--- src/verilog/nfc_consts.svh ---
// Purpose: Constants for the NOR flash command host
// Assumes: 50 MHz clock, byte addresses with bit 0 as the x8 byte select
// Notes: Offsets are byte addresses on the host register port
`ifndef NFC_CONSTS_SVH
`define NFC_CONSTS_SVH
`define NFC_ADDR_W 25
`define NFC_CLK_NS 20
`define NFC_T_WP_NS 60
`define NFC_T_ACC_NS 100
`define NFC_WP_CYC ((`NFC_T_WP_NS + `NFC_CLK_NS - 1) / `NFC_CLK_NS)
`define NFC_ACC_CYC ((`NFC_T_ACC_NS + `NFC_CLK_NS - 1) / `NFC_CLK_NS)
`define NFC_U1_X8 25'h0000aaa
`define NFC_U2_X8 25'h0000555
`define NFC_U1_X16 25'h0000555
`define NFC_U2_X16 25'h00002aa
`define NFC_D_UNLK1 16'h00aa
`define NFC_D_UNLK2 16'h0055
`define NFC_D_RESET 16'h00f0
`define NFC_D_CFI 16'h0098
`define NFC_D_AUTOSEL 16'h0090
`define NFC_D_BYPASS 16'h0020
`define NFC_D_BYP_EXIT 16'h0000
`define NFC_D_PROG 16'h00a0
`define NFC_D_BUF 16'h0025
`define NFC_D_CONFIRM 16'h0029
`define NFC_D_ERASE 16'h0080
`define NFC_D_CHIP 16'h0010
`define NFC_D_BLOCK 16'h0030
`define NFC_BIT_TOGGLE 6
`define NFC_BIT_ERROR 5
`define NFC_BIT_ABORT 1
`define NFC_LOCK_RSVD 16'hfff8
`define NFC_LOCK_RESET 16'hffff
`define NFC_REG_CMD 8'h00
`define NFC_REG_ADDR 8'h04
`define NFC_REG_DATA 8'h08
`define NFC_REG_CFG 8'h0c
`define NFC_REG_COUNT 8'h10
`define NFC_REG_LOCK 8'h14
`define NFC_REG_STATUS 8'h18
`define NFC_REG_RDATA 8'h1c
`endif

--- src/verilog/nfc_pkg.sv ---
// Purpose: Types shared by the NOR flash command host
// Assumes: nfc_consts.svh gives the widths
// Notes: Op codes follow the enum order
`include "nfc_consts.svh"
package nfc_pkg;
  typedef logic [`NFC_ADDR_W-1:0] nfc_addr_t;
  typedef enum logic [3:0] {
    OP_RESET1, OP_RESET3, OP_CFI, OP_AUTOSEL, OP_BYPASS, OP_BYP_RESET,
    OP_PROGRAM, OP_BUF_START, OP_BUF_WORD, OP_BUF_CONFIRM, OP_CHIP_ERASE,
    OP_BLOCK_ERASE, OP_BLOCK_ADD, OP_LOCK_PROG, OP_READ
  } nfc_op_e;
  typedef enum logic [1:0] {MD_READ, MD_CFI, MD_AUTOSEL} nfc_mode_e;
  typedef struct packed {
    logic rd;
    logic last;
    nfc_addr_t addr;
    logic [15:0] data;
  } nfc_cycle_s;
  typedef struct packed {
    logic [15:0] dq;
    logic ready;
  } nfc_pins_s;
endpackage

--- src/verilog/nfc_sync.sv ---
// Purpose: Two-stage synchroniser for the flash input pins
// Assumes: Pins are asynchronous to clk_i
// Notes: First stage is read only by the second
`timescale 1ns/1ps
module nfc_sync #(
  parameter int W = 17
) (
  // Clock and reset
  input wire logic clk_i,
  input wire logic sys_rst_i,
  input wire logic clk_en_i,
  // Data
  input wire logic [W-1:0] async_i,
  output logic [W-1:0] sync_o
);
  logic [W-1:0] meta_r;
  for (genvar i = 0; i < W; i++)
  begin : g_bit
    always_ff @(posedge clk_i or posedge sys_rst_i)
    begin
      if (sys_rst_i)
      begin
        meta_r[i] <= 1'b0;
        sync_o[i] <= 1'b0;
      end
      else if (clk_en_i)
      begin
        meta_r[i] <= async_i[i];
        sync_o[i] <= meta_r[i];
      end
    end
  end
endmodule

--- src/verilog/nfc_engine.sv ---
// Purpose: Runs one asynchronous flash bus cycle, write or read
// Assumes: dq_i is already synchronised, two cycles late
// Notes: In x8 mode the data pin 15 carries the byte select
`timescale 1ns/1ps
`include "nfc_consts.svh"
module nfc_engine (
  // Clock and reset
  input wire logic clk_i,
  input wire logic sys_rst_i,
  input wire logic clk_en_i,
  // Request
  input wire logic req_i,
  input wire nfc_pkg::nfc_cycle_s cyc_i,
  input wire logic x16_i,
  input wire logic [15:0] dq_i,
  output logic done_o,
  output logic [15:0] rdata_o,
  // Flash pins
  output logic [`NFC_ADDR_W-2:0] fl_addr_o,
  output logic [15:0] fl_dq_o,
  output logic [15:0] fl_dq_oe_o,
  output logic fl_ce_n_o,
  output logic fl_oe_n_o,
  output logic fl_we_n_o
);
  typedef enum logic [1:0] {E_IDLE, E_SETUP, E_STROBE, E_HOLD} nfc_eng_e;
  // Reads wait two extra cycles for the synchroniser
  localparam logic [7:0] WR_CYC = 8'(`NFC_WP_CYC);
  localparam logic [7:0] RD_CYC = 8'(`NFC_ACC_CYC + 2);
  nfc_eng_e st_r;
  logic [7:0] cnt_r;
  logic rd_r;
  always_ff @(posedge clk_i or posedge sys_rst_i)
  begin
    if (sys_rst_i)
    begin
      st_r <= E_IDLE;
      cnt_r <= 8'h00;
      rd_r <= 1'b0;
      done_o <= 1'b0;
      rdata_o <= 16'h0000;
      fl_addr_o <= '0;
      fl_dq_o <= 16'h0000;
      fl_dq_oe_o <= 16'h0000;
      fl_ce_n_o <= 1'b1;
      fl_oe_n_o <= 1'b1;
      fl_we_n_o <= 1'b1;
    end
    else if (clk_en_i)
    begin
      done_o <= 1'b0;
      case (st_r)
        E_IDLE:
        begin
          if (req_i)
          begin
            rd_r <= cyc_i.rd;
            fl_ce_n_o <= 1'b0;
            fl_addr_o <= x16_i ? cyc_i.addr[`NFC_ADDR_W-2:0]
                               : cyc_i.addr[`NFC_ADDR_W-1:1];
            fl_dq_o <= x16_i ? cyc_i.data : {cyc_i.addr[0], 7'h00, cyc_i.data[7:0]};
            fl_dq_oe_o <= cyc_i.rd ? (x16_i ? 16'h0000 : 16'h8000)
                                   : (x16_i ? 16'hffff : 16'h80ff);
            st_r <= E_SETUP;
          end
        end
        E_SETUP:
        begin
          fl_we_n_o <= rd_r;
          fl_oe_n_o <= !rd_r;
          cnt_r <= rd_r ? RD_CYC : WR_CYC;
          st_r <= E_STROBE;
        end
        E_STROBE:
        begin
          cnt_r <= cnt_r - 8'h01;
          if (cnt_r == 8'h01)
          begin
            rdata_o <= x16_i ? dq_i : {8'h00, dq_i[7:0]};
            fl_we_n_o <= 1'b1;
            fl_oe_n_o <= 1'b1;
            st_r <= E_HOLD;
          end
        end
        E_HOLD:
        begin
          fl_ce_n_o <= 1'b1;
          fl_dq_oe_o <= 16'h0000;
          done_o <= 1'b1;
          st_r <= E_IDLE;
        end
        default:
          st_r <= E_IDLE;
      endcase
    end
  end
endmodule

--- src/verilog/nfc_host.sv ---
// Purpose: Host controller that issues NOR flash command sequences
// Assumes: Software drives the plain register port; flash pins asynchronous
// Notes: Writes to CMD launch an op; STATUS shows progress and failures
// Notes on behaviour
// Error or abort bit during polling is failure
// Toggle polling also serves blank check
// Lock word bits 15 to 3 read 1
// Lock bit 2 zero selects password mode
// Lock bit 1 zero fixes nonvolatile mode
// Shipped state: nonvolatile mode, nothing protected
// Lock bit 0 zero protects extended block
// Extended block protection readable in auto select
// Never both protection mode bits zero
// Each lock bit programs only once
// Ignore error and abort bits for lock programming
// Reset is F0 once or three cycles
// CFI entered by 98, left by F0
// Auto select is AA, 55, 90
// Unlock bypass is AA, 55, 20
// Program is two unlock cycles, A0, then data
// Bypass program skips the two unlock cycles
// Buffer program: 25, count, then pairs
// Confirm 29 in same block starts programming
// Buffer holds 256 bytes or 512 words
// Upper address bits fixed during buffer load
// Chip erase ends 80, 10; block 30
// After error, reset before anything else
// Only 90, 00 leaves unlock bypass
// Resets ignored while an operation runs
// Mismatched cycle abandons partial sequence
`timescale 1ns/1ps
`include "nfc_consts.svh"
module nfc_host #(
  parameter int BUF_WORDS = 512,
  parameter int BUF_BYTES = 256,
  parameter logic [15:0] LOCK_ENTRY = 16'h0040
) (
  // Clock and reset
  input wire logic clk_i,
  input wire logic sys_rst_i,
  input wire logic clk_en_i,
  // Register port
  input wire logic [7:0] reg_addr_i,
  input wire logic [31:0] reg_wdata_i,
  input wire logic reg_wr_i,
  input wire logic reg_rd_i,
  output logic [31:0] reg_rdata_o,
  // Flash pins
  output logic [`NFC_ADDR_W-2:0] fl_addr_o,
  input wire logic [15:0] fl_dq_i,
  output logic [15:0] fl_dq_o,
  output logic [15:0] fl_dq_oe_o,
  output logic fl_ce_n_o,
  output logic fl_oe_n_o,
  output logic fl_we_n_o,
  output logic fl_byte_n_o,
  input wire logic fl_ready_busy_n_i
);
  // Depths above 512 are rejected, though the ten-bit COUNT could describe more
  if (BUF_WORDS < 1 || BUF_WORDS > 512 || BUF_BYTES < 1 || BUF_BYTES > 512)
  begin : g_bad_depth
    $error("buffer depth out of range");
  end

  typedef enum logic [2:0] {Q_IDLE, Q_ISSUE, Q_WAIT, Q_POLL, Q_PWAIT, Q_FINISH} nfc_seq_e;

  // Registers written by software
  nfc_pkg::nfc_op_e op_r;
  nfc_pkg::nfc_addr_t addr_r;
  logic [15:0] data_r;
  logic x16_r;
  logic more_blocks_r;
  logic [9:0] count_r;
  logic [15:0] lock_r;
  logic launch_r;
  // Sequencer state
  nfc_seq_e st_r;
  logic [2:0] step_r;
  logic [1:0] pstep_r;
  nfc_pkg::nfc_cycle_s cyc_r;
  logic eng_req_r;
  logic [15:0] prev_r;
  logic [15:0] rdata_r;
  logic fail_err_r;
  logic fail_abt_r;
  // Status
  nfc_pkg::nfc_mode_e mode_r;
  logic bypass_r;
  logic error_r;
  logic abort_r;
  logic refused_r;
  logic buf_open_r;
  logic [9:0] left_r;
  nfc_pkg::nfc_addr_t blk_r;
  // Engine link
  logic eng_done;
  logic [15:0] eng_rdata;
  nfc_pkg::nfc_pins_s pins_sync;

  nfc_sync #(
    .W(17)
  ) u_sync (
    .clk_i(clk_i),
    .sys_rst_i(sys_rst_i),
    .clk_en_i(clk_en_i),
    .async_i({fl_dq_i, fl_ready_busy_n_i}),
    .sync_o(pins_sync)
  );

  nfc_engine u_eng (
    .clk_i(clk_i),
    .sys_rst_i(sys_rst_i),
    .clk_en_i(clk_en_i),
    .req_i(eng_req_r),
    .cyc_i(cyc_r),
    .x16_i(x16_r),
    .dq_i(pins_sync.dq),
    .done_o(eng_done),
    .rdata_o(eng_rdata),
    .fl_addr_o(fl_addr_o),
    .fl_dq_o(fl_dq_o),
    .fl_dq_oe_o(fl_dq_oe_o),
    .fl_ce_n_o(fl_ce_n_o),
    .fl_oe_n_o(fl_oe_n_o),
    .fl_we_n_o(fl_we_n_o)
  );

  function automatic nfc_pkg::nfc_cycle_s mk(input logic rd, input logic last,
      input nfc_pkg::nfc_addr_t a, input logic [15:0] d);
    nfc_pkg::nfc_cycle_s c;
    c.rd = rd;
    c.last = last;
    c.addr = a;
    c.data = d;
    return c;
  endfunction

  // Address and data of one cycle of an op's command sequence
  function automatic nfc_pkg::nfc_cycle_s seq_cycle(input nfc_pkg::nfc_op_e op,
      input logic [2:0] step, input logic x16, input logic byp,
      input nfc_pkg::nfc_addr_t a, input logic [15:0] d,
      input nfc_pkg::nfc_addr_t blk, input logic [9:0] n);
    nfc_pkg::nfc_addr_t u1;
    nfc_pkg::nfc_addr_t u2;
    nfc_pkg::nfc_addr_t z;
    nfc_pkg::nfc_cycle_s c;
    u1 = x16 ? `NFC_U1_X16 : `NFC_U1_X8;
    u2 = x16 ? `NFC_U2_X16 : `NFC_U2_X8;
    z = '0;
    c = mk(1'b0, 1'b1, z, `NFC_D_RESET);
    if (step == 3'd0 || step == 3'd3)
      c = mk(1'b0, 1'b0, u1, `NFC_D_UNLK1);
    else if (step == 3'd1 || step == 3'd4)
      c = mk(1'b0, 1'b0, u2, `NFC_D_UNLK2);
    case (op)
      nfc_pkg::OP_RESET1: c = mk(1'b0, 1'b1, z, `NFC_D_RESET);
      nfc_pkg::OP_RESET3: if (step == 3'd2) c = mk(1'b0, 1'b1, u1, `NFC_D_RESET);
      nfc_pkg::OP_CFI: c = mk(1'b0, 1'b1, u1, `NFC_D_CFI);
      nfc_pkg::OP_AUTOSEL: if (step == 3'd2) c = mk(1'b0, 1'b1, u1, `NFC_D_AUTOSEL);
      nfc_pkg::OP_BYPASS: if (step == 3'd2) c = mk(1'b0, 1'b1, u1, `NFC_D_BYPASS);
      nfc_pkg::OP_BYP_RESET:
        c = (step == 3'd0) ? mk(1'b0, 1'b0, z, `NFC_D_AUTOSEL)
                           : mk(1'b0, 1'b1, z, `NFC_D_BYP_EXIT);
      nfc_pkg::OP_PROGRAM:
        if (byp)
          c = (step == 3'd0) ? mk(1'b0, 1'b0, z, `NFC_D_PROG) : mk(1'b0, 1'b1, a, d);
        else if (step == 3'd2)
          c = mk(1'b0, 1'b0, u1, `NFC_D_PROG);
        else if (step == 3'd3)
          c = mk(1'b0, 1'b1, a, d);
      nfc_pkg::OP_BUF_START:
        if (step == (byp ? 3'd0 : 3'd2))
          c = mk(1'b0, 1'b0, a, `NFC_D_BUF);
        else if (step == (byp ? 3'd1 : 3'd3))
          c = mk(1'b0, 1'b1, a, {6'h00, n});
      nfc_pkg::OP_BUF_WORD:
        c = mk(1'b0, 1'b1, x16 ? {blk[`NFC_ADDR_W-1:9], a[8:0]}
                               : {blk[`NFC_ADDR_W-1:8], a[7:0]}, d);
      nfc_pkg::OP_BUF_CONFIRM: c = mk(1'b0, 1'b1, blk, `NFC_D_CONFIRM);
      nfc_pkg::OP_CHIP_ERASE, nfc_pkg::OP_BLOCK_ERASE:
        if (byp)
          c = (step == 3'd0) ? mk(1'b0, 1'b0, z, `NFC_D_ERASE)
            : mk(1'b0, 1'b1, (op == nfc_pkg::OP_BLOCK_ERASE) ? a : z,
                 (op == nfc_pkg::OP_BLOCK_ERASE) ? `NFC_D_BLOCK : `NFC_D_CHIP);
        else if (step == 3'd2)
          c = mk(1'b0, 1'b0, u1, `NFC_D_ERASE);
        else if (step == 3'd5)
          c = mk(1'b0, 1'b1, (op == nfc_pkg::OP_BLOCK_ERASE) ? a : u1,
                 (op == nfc_pkg::OP_BLOCK_ERASE) ? `NFC_D_BLOCK : `NFC_D_CHIP);
      nfc_pkg::OP_BLOCK_ADD: c = mk(1'b0, 1'b1, a, `NFC_D_BLOCK);
      nfc_pkg::OP_LOCK_PROG:
        if (step == 3'd2)
          c = mk(1'b0, 1'b0, u1, LOCK_ENTRY);
        else if (step == 3'd3)
          c = mk(1'b0, 1'b0, z, `NFC_D_PROG);
        else if (step == 3'd4)
          c = mk(1'b0, 1'b1, z, d | `NFC_LOCK_RSVD);
      nfc_pkg::OP_READ: c = mk(1'b1, 1'b1, a, 16'h0000);
      default: c = mk(1'b0, 1'b1, z, `NFC_D_RESET);
    endcase
    return c;
  endfunction

  // Whether the op is legal in the present state
  function automatic logic op_ok(input nfc_pkg::nfc_op_e op);
    logic ok;
    logic [15:0] nl;
    nl = data_r | `NFC_LOCK_RSVD;
    ok = 1'b1;
    if (abort_r && op != nfc_pkg::OP_RESET3)
      ok = 1'b0;
    else if (error_r && op != nfc_pkg::OP_RESET1 && op != nfc_pkg::OP_RESET3)
      ok = 1'b0;
    case (op)
      nfc_pkg::OP_CFI: if (bypass_r || mode_r == nfc_pkg::MD_CFI) ok = 1'b0;
      nfc_pkg::OP_AUTOSEL, nfc_pkg::OP_BYPASS, nfc_pkg::OP_LOCK_PROG:
        if (bypass_r) ok = 1'b0;
      nfc_pkg::OP_BYP_RESET: if (!bypass_r) ok = 1'b0;
      nfc_pkg::OP_BUF_START:
        if (buf_open_r || {22'h0, count_r} >= (x16_r ? BUF_WORDS : BUF_BYTES))
          ok = 1'b0;
      nfc_pkg::OP_BUF_WORD: if (!buf_open_r || left_r == 10'h000) ok = 1'b0;
      nfc_pkg::OP_BUF_CONFIRM: if (!buf_open_r || left_r != 10'h000) ok = 1'b0;
      default: ok = ok;
    endcase
    if (op == nfc_pkg::OP_LOCK_PROG)
    begin
      if (!nl[1] && !nl[2])
        ok = 1'b0;
      if ((nl[1] == 1'b0 && lock_r[2] == 1'b0) || (nl[2] == 1'b0 && lock_r[1] == 1'b0))
        ok = 1'b0;
      if (|(nl & ~lock_r))
        ok = 1'b0;
    end
    if (buf_open_r && op != nfc_pkg::OP_BUF_WORD && op != nfc_pkg::OP_BUF_CONFIRM)
      ok = 1'b0;
    return ok;
  endfunction

  function automatic logic op_polls(input nfc_pkg::nfc_op_e op, input logic more);
    case (op)
      nfc_pkg::OP_PROGRAM, nfc_pkg::OP_BUF_CONFIRM, nfc_pkg::OP_CHIP_ERASE,
      nfc_pkg::OP_LOCK_PROG: op_polls = 1'b1;
      nfc_pkg::OP_BLOCK_ERASE, nfc_pkg::OP_BLOCK_ADD: op_polls = !more;
      default: op_polls = 1'b0;
    endcase
  endfunction

  // Register writes; a launch while busy is dropped so resets cannot cut in
  always_ff @(posedge clk_i or posedge sys_rst_i)
  begin
    if (sys_rst_i)
    begin
      op_r <= nfc_pkg::OP_RESET1;
      addr_r <= '0;
      data_r <= 16'h0000;
      x16_r <= 1'b1;
      more_blocks_r <= 1'b0;
      count_r <= 10'h000;
      lock_r <= `NFC_LOCK_RESET;
      launch_r <= 1'b0;
    end
    else if (clk_en_i)
    begin
      launch_r <= 1'b0;
      // Shadow follows a finished lock program so later refusals see it
      if (st_r == Q_FINISH && op_r == nfc_pkg::OP_LOCK_PROG)
        lock_r <= lock_r & (data_r | `NFC_LOCK_RSVD);
      if (reg_wr_i)
      begin
        case (reg_addr_i)
          `NFC_REG_CMD:
            if (st_r == Q_IDLE && !launch_r)
            begin
              op_r <= nfc_pkg::nfc_op_e'(reg_wdata_i[3:0]);
              launch_r <= 1'b1;
            end
          `NFC_REG_ADDR: addr_r <= reg_wdata_i[`NFC_ADDR_W-1:0];
          `NFC_REG_DATA: data_r <= reg_wdata_i[15:0];
          `NFC_REG_CFG:
          begin
            x16_r <= reg_wdata_i[0];
            more_blocks_r <= reg_wdata_i[1];
          end
          `NFC_REG_COUNT: count_r <= reg_wdata_i[9:0];
          `NFC_REG_LOCK: lock_r <= reg_wdata_i[15:0] | `NFC_LOCK_RSVD;
          default: ;
        endcase
      end
    end
  end

  // Register reads, answered one cycle later
  always_ff @(posedge clk_i or posedge sys_rst_i)
  begin
    if (sys_rst_i)
      reg_rdata_o <= 32'h0000_0000;
    else if (clk_en_i)
    begin
      reg_rdata_o <= 32'h0000_0000;
      if (reg_rd_i)
      begin
        case (reg_addr_i)
          `NFC_REG_CMD: reg_rdata_o <= {28'h0, op_r};
          `NFC_REG_ADDR: reg_rdata_o <= {7'h00, addr_r};
          `NFC_REG_DATA: reg_rdata_o <= {16'h0000, data_r};
          `NFC_REG_CFG: reg_rdata_o <= {30'h0, more_blocks_r, x16_r};
          `NFC_REG_COUNT: reg_rdata_o <= {22'h0, count_r};
          `NFC_REG_LOCK: reg_rdata_o <= {16'h0000, lock_r};
          `NFC_REG_STATUS:
            reg_rdata_o <= {13'h0000, left_r, pins_sync.ready, buf_open_r, bypass_r,
                            mode_r, refused_r, abort_r, error_r, (st_r != Q_IDLE)};
          `NFC_REG_RDATA: reg_rdata_o <= {16'h0000, rdata_r};
          default: reg_rdata_o <= 32'h0000_0000;
        endcase
      end
    end
  end

  always_ff @(posedge clk_i or posedge sys_rst_i)
  begin
    if (sys_rst_i)
      fl_byte_n_o <= 1'b1;
    else if (clk_en_i)
      fl_byte_n_o <= x16_r;
  end

  // Sequencer
  always_ff @(posedge clk_i or posedge sys_rst_i)
  begin
    if (sys_rst_i)
    begin
      st_r <= Q_IDLE;
      step_r <= 3'd0;
      pstep_r <= 2'd0;
      cyc_r <= '0;
      eng_req_r <= 1'b0;
      prev_r <= 16'h0000;
      rdata_r <= 16'h0000;
      fail_err_r <= 1'b0;
      fail_abt_r <= 1'b0;
      refused_r <= 1'b0;
    end
    else if (clk_en_i)
    begin
      eng_req_r <= 1'b0;
      case (st_r)
        Q_IDLE:
          if (launch_r)
          begin
            step_r <= 3'd0;
            fail_err_r <= 1'b0;
            fail_abt_r <= 1'b0;
            refused_r <= !op_ok(op_r);
            st_r <= op_ok(op_r) ? Q_ISSUE : Q_IDLE;
          end
        Q_ISSUE:
        begin
          cyc_r <= seq_cycle(op_r, step_r, x16_r, bypass_r, addr_r, data_r, blk_r, count_r);
          eng_req_r <= 1'b1;
          st_r <= Q_WAIT;
        end
        Q_WAIT:
          if (eng_done)
          begin
            if (cyc_r.rd)
              rdata_r <= eng_rdata;
            step_r <= step_r + 3'd1;
            pstep_r <= 2'd0;
            if (!cyc_r.last)
              st_r <= Q_ISSUE;
            else
              st_r <= op_polls(op_r, more_blocks_r) ? Q_POLL : Q_FINISH;
          end
        Q_POLL:
        begin
          cyc_r <= mk(1'b1, 1'b1, cyc_r.addr, 16'h0000);
          eng_req_r <= 1'b1;
          st_r <= Q_PWAIT;
        end
        Q_PWAIT:
          if (eng_done)
          begin
            prev_r <= eng_rdata;
            pstep_r <= pstep_r + 2'd1;
            st_r <= Q_POLL;
            if (pstep_r[0])
            begin
              // Toggle polling, which also covers blank check
              if (prev_r[`NFC_BIT_TOGGLE] == eng_rdata[`NFC_BIT_TOGGLE])
                st_r <= Q_FINISH;
              else if (pstep_r == 2'd3)
                st_r <= Q_FINISH;
              else if (op_r != nfc_pkg::OP_LOCK_PROG &&
                       (eng_rdata[`NFC_BIT_ERROR] || eng_rdata[`NFC_BIT_ABORT]))
              begin
                fail_err_r <= eng_rdata[`NFC_BIT_ERROR];
                fail_abt_r <= eng_rdata[`NFC_BIT_ABORT] && !eng_rdata[`NFC_BIT_ERROR];
              end
              else
                pstep_r <= 2'd0;
              if (prev_r[`NFC_BIT_TOGGLE] == eng_rdata[`NFC_BIT_TOGGLE] && pstep_r == 2'd3)
              begin
                fail_err_r <= 1'b0;
                fail_abt_r <= 1'b0;
              end
            end
          end
        Q_FINISH:
          st_r <= Q_IDLE;
        default:
          st_r <= Q_IDLE;
      endcase
    end
  end

  // Device mode and failure tracking, updated as an op completes
  always_ff @(posedge clk_i or posedge sys_rst_i)
  begin
    if (sys_rst_i)
    begin
      mode_r <= nfc_pkg::MD_READ;
      bypass_r <= 1'b0;
      error_r <= 1'b0;
      abort_r <= 1'b0;
      buf_open_r <= 1'b0;
      left_r <= 10'h000;
      blk_r <= '0;
    end
    else if (clk_en_i && st_r == Q_FINISH)
    begin
      case (op_r)
        nfc_pkg::OP_RESET1:
        begin
          mode_r <= nfc_pkg::MD_READ;
          error_r <= 1'b0;
        end
        nfc_pkg::OP_RESET3:
        begin
          mode_r <= nfc_pkg::MD_READ;
          error_r <= 1'b0;
          abort_r <= 1'b0;
        end
        nfc_pkg::OP_CFI: mode_r <= nfc_pkg::MD_CFI;
        nfc_pkg::OP_AUTOSEL: mode_r <= nfc_pkg::MD_AUTOSEL;
        nfc_pkg::OP_BYPASS: bypass_r <= 1'b1;
        nfc_pkg::OP_BYP_RESET: bypass_r <= 1'b0;
        nfc_pkg::OP_BUF_START:
        begin
          buf_open_r <= 1'b1;
          left_r <= count_r + 10'h001;
          blk_r <= addr_r;
        end
        nfc_pkg::OP_BUF_WORD: left_r <= left_r - 10'h001;
        nfc_pkg::OP_BUF_CONFIRM: buf_open_r <= 1'b0;
        default: mode_r <= mode_r;
      endcase
      if (fail_err_r)
        error_r <= 1'b1;
      if (fail_abt_r)
        abort_r <= 1'b1;
    end
  end
endmodule

--- config.mk ---
export PLATFORM = sky130hd
export DESIGN_NAME = nfc_host
export DESIGN_NICKNAME = d
export VERILOG_FILES = /design/src/verilog/nfc_pkg.sv /design/src/verilog/nfc_sync.sv /design/src/verilog/nfc_engine.sv /design/src/verilog/nfc_host.sv
export VERILOG_INCLUDE_DIRS = /design/src /design/src/verilog
export SDC_FILE = /design/constraint.sdc
export NUM_CORES = 1
export LEC_CHECK = 0
export ABC_AREA = 1
export CAP_MARGIN = 30
export CELL_PAD_IN_SITES_DETAIL_PLACEMENT = 0
export CELL_PAD_IN_SITES_GLOBAL_PLACEMENT = 1
export CORE_MARGIN = 2
export CORE_UTILIZATION = 30
export DETAILED_ROUTE_END_ITERATION = 7
export DONT_BUFFER_PORTS = 1
export PLACE_DENSITY = 0.66
export SETUP_SLACK_MARGIN = 0.3
export SLEW_MARGIN = 15
export SYNTH_ARGS = -nofsm -noshare
export SYNTH_HDL_FRONTEND = slang
export SYNTH_SLANG_ARGS = --single-unit
--- constraint.sdc ---
create_clock -name clk_i -period 9.5 [get_ports clk_i]
set_input_delay 1.425 -clock clk_i [delete_from_list [all_inputs] [get_ports clk_i]]
set_output_delay 1.425 -clock clk_i [all_outputs]
set_load 0.005 [all_outputs]
# Word level (Yosys, flattened, before mapping)

Index checks and enable logic that the tools add are counted.

Flip-flop bits (word level): 347
Output and inout bits: 92
Logic and storage cells: 350

Add/sub/neg operators: 5
$lt $le $gt $ge: 1
Equality and inequality tests: 53
Mux-type cells: 123
Bitwise logic cells: 8
Reduce and logical (&&, ||, !) cells: 85

Operators by type and width:

| kind                                                | count |
|---|---|
| two-way mux 43 bit                                  | 14 |
| case mux 43 bit (13 select lines)                   | 1 |
| two-way mux 42 bit                                  | 5 |
| case mux 25 bit (8 select lines)                    | 1 |
| two-way mux 16 bit                                  | 8 |
| case mux 43 bit (2 select lines)                    | 1 |
| two-way mux 25 bit                                  | 3 |
| two-way mux 1 bit                                   | 45 |
| AND reduction 3 bit                                 | 12 |
| two-way mux 3 bit                                   | 11 |
| bitwise AND 16 bit                                  | 2 |
| equality test 8 x 5 -> 1 bit, second input constant | 4 |
| case mux 16 bit (2 select lines)                    | 1 |
| equality test 4 bit, second input constant          | 7 |
| two-way mux 24 bit                                  | 1 |
| nonzero test 2 bit                                  | 11 |
| two-way mux 2 bit                                   | 10 |
| case mux 10 bit (2 select lines)                    | 1 |
| AND reduction 4 bit                                 | 5 |
| AND reduction 2 bit                                 | 9 |
| equality test 4 x 3 -> 1 bit, second input constant | 4 |
| equality test 8 x 4 -> 1 bit, second input constant | 2 |
| NOT 16 bit                                          | 1 |
| case mux 1 bit (2 select lines)                     | 8 |
| other kinds (52)                                    | 108 |

# Depth between registers and ports, before layout

Depth after elaboration: 18
Depth in mapped cells: 15
Depth with buffers taken out: 14

# Cells and area by module

Synthesis repeated with hierarchy kept, for this count alone.

Cell total of the unflattened synthesis: 2,155
Area, all modules: 16,299.4 um^2

By module, submodules not included:

| module     | times used | cells an instance | area an instance (um^2) |
|---|---|---|---|
| nfc_host   | 1          | 1,567             | 11,332.1 |
| nfc_engine | 1          | 443               | 3,613.5 |
| nfc_sync   | 1          | 145               | 1,353.8 |

# Worst setup path after synthesis

Ideal clock, no wire load.

Path type: input to register
From: in reg_addr_i[0]
To: reg addr_r[16]
Library setup time: 0.125 ns
Arrival: 2.551 ns
Required time: 9.375 ns
Slack: 6.824 ns
Cell stages on the path: 6
Path buffers: 1
Path through: inv_1 -> nand2_1 -> nor3_4 -> nand3_2 -> clkbuf_1 -> mux2_2

Longest elaborated chain between the ends: 2

RTL lines:

| element                              | RTL line        | RTL |
|---|---|---|
| start: declaration                   | nfc_host.sv:43  | `input wire logic [7:0] reg_addr_i,` |
| equality test 8 x 3 -> 1 bit         | nfc_host.sv:271 | `case (reg_addr_i)` |
| AND reduction 3 bit (no source line) | -               |  |
| end signal: assignment               | nfc_host.sv:278 | `` `NFC_REG_ADDR: addr_r <= reg_wdata_i[`NFC_ADDR_W-1:0]; `` |
| end: declaration                     | nfc_host.sv:69  | `nfc_pkg::nfc_addr_t addr_r;` |

Every way passes these cells.
A chain may end at the register's enable or synchronous reset.

# Worst setup path in the final report

From: in clk_en_i
To: reg cyc_r[26] (netlist name)

Longest elaborated chain between the ends: 1

RTL lines:

| element                              | RTL line        | RTL |
|---|---|---|
| start: declaration                   | nfc_host.sv:41  | `input wire logic clk_en_i,` |
| AND reduction 3 bit (no source line) | -               |  |
| end signal: assignment               | nfc_host.sv:359 | `cyc_r <= seq_cycle(op_r, step_r, x16_r, bypass_r, addr_r, data_r, blk_r, count_r);` |
| end signal: assignment               | nfc_host.sv:377 | `cyc_r <= mk(1'b1, 1'b1, cyc_r.addr, 16'h0000);` |
| end: declaration                     | nfc_host.sv:80  | `nfc_pkg::nfc_cycle_s cyc_r;` |

Every way passes these cells.

==> summary.txt <==
outcome: finished clean
crit path capture type: flip-flop
Worst Tran Pin Value: 0.934 ns
Site Rows: 84
Vias: 13272
CTS tree: done
Max Clk Rate: 273 MHz
Critical Path AT: 4.14 ns
CTS Buffer Depth: 3
critical path class: in -> reg
TNS Setup: 0 ns
final worst setup slack: 5.84 ns
maxcap violations: 0
area of the multi-input gates: 0.00690 mm^2
met1 usage: 0.266
EDFF count, synth: 0
Register Area: 0.00774 mm^2
Synth Area in Adders: 0.0126
R2R cell count: 7
top-area cell type share of the netlist area: 0.471
CP delay by family, top: simple AND/OR/NAND/NOR gates
GRT Residual Overflow: 0
asr flop ratio synth: 1.00
CP required: 9.98 ns
Core ar.: 0.0526 mm^2
initial antenna violation count: 0
mux contribution to synthesized area: 0.00636
final WL: 51900 um
Hold Fails Final Rpt: 0
CP max-delay cell: nor2_2
post-DP HPWL: 38500 um
Die ar.: 0.0549 mm^2
drt via density: 4.99
Leak Pwr: 8.47 nW
most common cell after layout, fill and taps aside: nand2_1
post-synthesis xor/xnor area fraction: 0.00715
GRT busiest layer: met2
1st-iter DRT viols: 1010
post-synthesis compound-gate area fraction: 0.163
Syn. warnings: 0
share of cells above drive strength 1: 0.0963
CTS clock-pin slew for the worst setup and hold paths: 0.06 ns
Starting Density: 0.303
dpl ws: 5.20 ns
grt met2 use: 0.295
VDD IR max: 0.000113 V
r2r endpoint: cyc_r[26]
Filler cells: 5590
Synth Instances: 1978
buffers added on ports: 0
Diodes inserted: 0
Wirelength per Cell: 19.5 um
Total GRT Usage: 0.189
gp weighted congestion: 0.907
CP max FO: 58
Worst R2R Start: st_r[2]
Buf/Inv on CP: 1
CP startpoint kind: input port
H-tree depth: 2
RSZ-0062 raised after global routing: false
Period minus WS final: 3.66 ns
Yosys top cell by area: dfrtp_1
largest net degree at the start of global routing: 154
drt pass-1 iters: 8
min-delay worst type: reg -> reg
root buf cell: clkbuf_16
total CTS buffers: 36
vias in the first global route: 12865
Global Route met3 Usage: 0.0321
fin. max-slew vios: 0
CTS sink count: 309
register bit total from synthesis: 309
Post-CTS Setup Inserts: 0
Residual DRC: 0
WP depth: 6
# setup viols final: 0
CTS Hold Bufs: 0
IO Count: 154
Die Span X: 234 um
crit path to: cyc_r[26]
commonest non-fill, non-tap cells in the layout: nand2_1, dfrtp_1, o21ai_0
PD cells: 220 mW/mm^2
crit-path max cell delay: 0.82 ns
Post-Synth Simple-Gate Area: 0.243
first-pass GRT wire length: 79100 um
max_slew headroom: 0.378
die extent in y: 234 um
syn avg cell area: 8.05 um^2
ys flop type: dfrtp_1
Critical Path Start: clk_en_i
Nets: 2023
Antenna Nets Post-Route: 0
Cell Area, Synth: 0.0159 mm^2
crit-path cells: nand3_2 -> nor2_2 -> nand2_1 -> inv_2 -> o21ai_1 -> nand2_1
Seq/Total Area, Yosys: 0.486
Register-to-Register Setup Slack: 6.11 ns
post-CTS sizing: 0
worst skew pair latency: 0.55 ns
Area contributors post-synth: dfrtp_1, nand2_1, o21ai_0
Layout area overhead: 11.3%
main combinational cell family by area after synthesis: simple AND/OR/NAND/NOR gates
clk_skew: 0.0149 ns
most frequent cell on the critical path: nand2_1
post-route clock period utilization: 0.386
synth unique cells: 60
==> worst min-delay path, stage by stage (launching register included) <==
cell	delay (ns)
dfrtp_1	0.34
nand2_1	0.05
nand2_1	0.05
==> report_power, final <==
part / internal [mW] / leakage (nW) / total (mW) / switching [mW]
clock: 0.820 / 0.587 / 1.40 / 0.580
combinational: 0.240 / 3.91 / 0.763 / 0.523
sequential: 1.56 / 3.97 / 1.73 / 0.172
total: 2.62 / 8.47 / 3.89 / 1.27
==> per-stage QoR <==
step | instance area, um^2 | power [mW] | util | cells | hold WS [ns]
CTS | 17700 | 3.94 | 0.336 | 2659 | 0.472
floorplan | 16000 | 2.30 | - | 1984 | 0.429
global route | 17700 | 4.14 | 0.337 | 2661 | 0.488
global placement | 16400 | 2.50 | 0.312 | 2590 | 0.453
finish | 17700 | 3.89 | 0.337 | 2661 | 0.470
detailed placement | 16500 | 2.52 | 0.313 | 2593 | 0.459
==> Yosys cell counts (all sizes together) (4+ instances only) <==
cell type	number
a31oi	4
o2111ai	6
nor2	139
nor3	26
clkbuf	40
o31ai	18
ha	16
buf	52
a22oi	16
o211ai	18
o21ai	277
dfrtp	300
inv	209
xor2	9
dfstp	9
nand4	18
o22ai	38
nand2	578
a21oi	65
xnor2	4
mux2	9
nand3	101
==> state kept, by name, summed over array words and instances, names as in the netlist, 2 cells and up <==
| signal | flops |
|---|---|
| left_r | 10 |
| lock_r | 4 |
| addr_r | 25 |
| u_eng.fl_dq_o | 16 |
| rdata_r | 16 |
| u_eng.fl_addr_o | 24 |
| data_r | 16 |
| u_eng.rdata_o | 16 |
| st_r | 3 |
| count_r | 10 |
| u_sync.meta_r | 17 |
| u_sync.sync_o | 17 |
| u_eng.st_r | 2 |
| u_eng.fl_dq_oe_o | 3 |
| u_eng.cnt_r | 8 |
| pstep_r | 2 |
| cyc_r | 43 |
| reg_rdata_o | 25 |
| op_r | 4 |
| mode_r | 2 |
| step_r | 3 |
| blk_r | 25 |
==> layer usage <==
layer  part of all wire  wire [um]  vias up
met5                  0          0        -
met4              0.028       1460        0
met3              0.053       2740       71
met2               0.45      23300      363
met1               0.47      24400     6416
li1                   -          -     6422
==> how the worst min path moves through the flow <==
stage                     startpoint              end  cells past startpoint
after global routing       blk_r[17]        blk_r[17]                      2
after CTS                  blk_r[21]        blk_r[21]                      2
final                      blk_r[20]        blk_r[20]                      2
after global placement     blk_r[13]        blk_r[13]                      2
after detailed placement   blk_r[20]        blk_r[20]                      2
after floorplan           u_eng.rd_r  u_eng.fl_oe_n_o                      1
==> cell families after synthesis <==
logic type | after synthesis
compound gates | 454
xor+xnor | 13
fa+ha+maj | 16
buf+inv | 304
flops | 309
mux | 9
other cells | 1
simple gates | 872
==> cell type report <==
cell class | count | share of cell area
well taps | 688 | 0.0486
clock inverters | 15 | 0.00734
repair buffers | 15 | 0.0112
inverters | 212 | 0.0460
clock buffers | 51 | 0.0604
flip-flops and latches | 309 | 0.437
multi-input cells | 1371 | 0.390
Note: power is estimated with default switching activity, not from simulation.
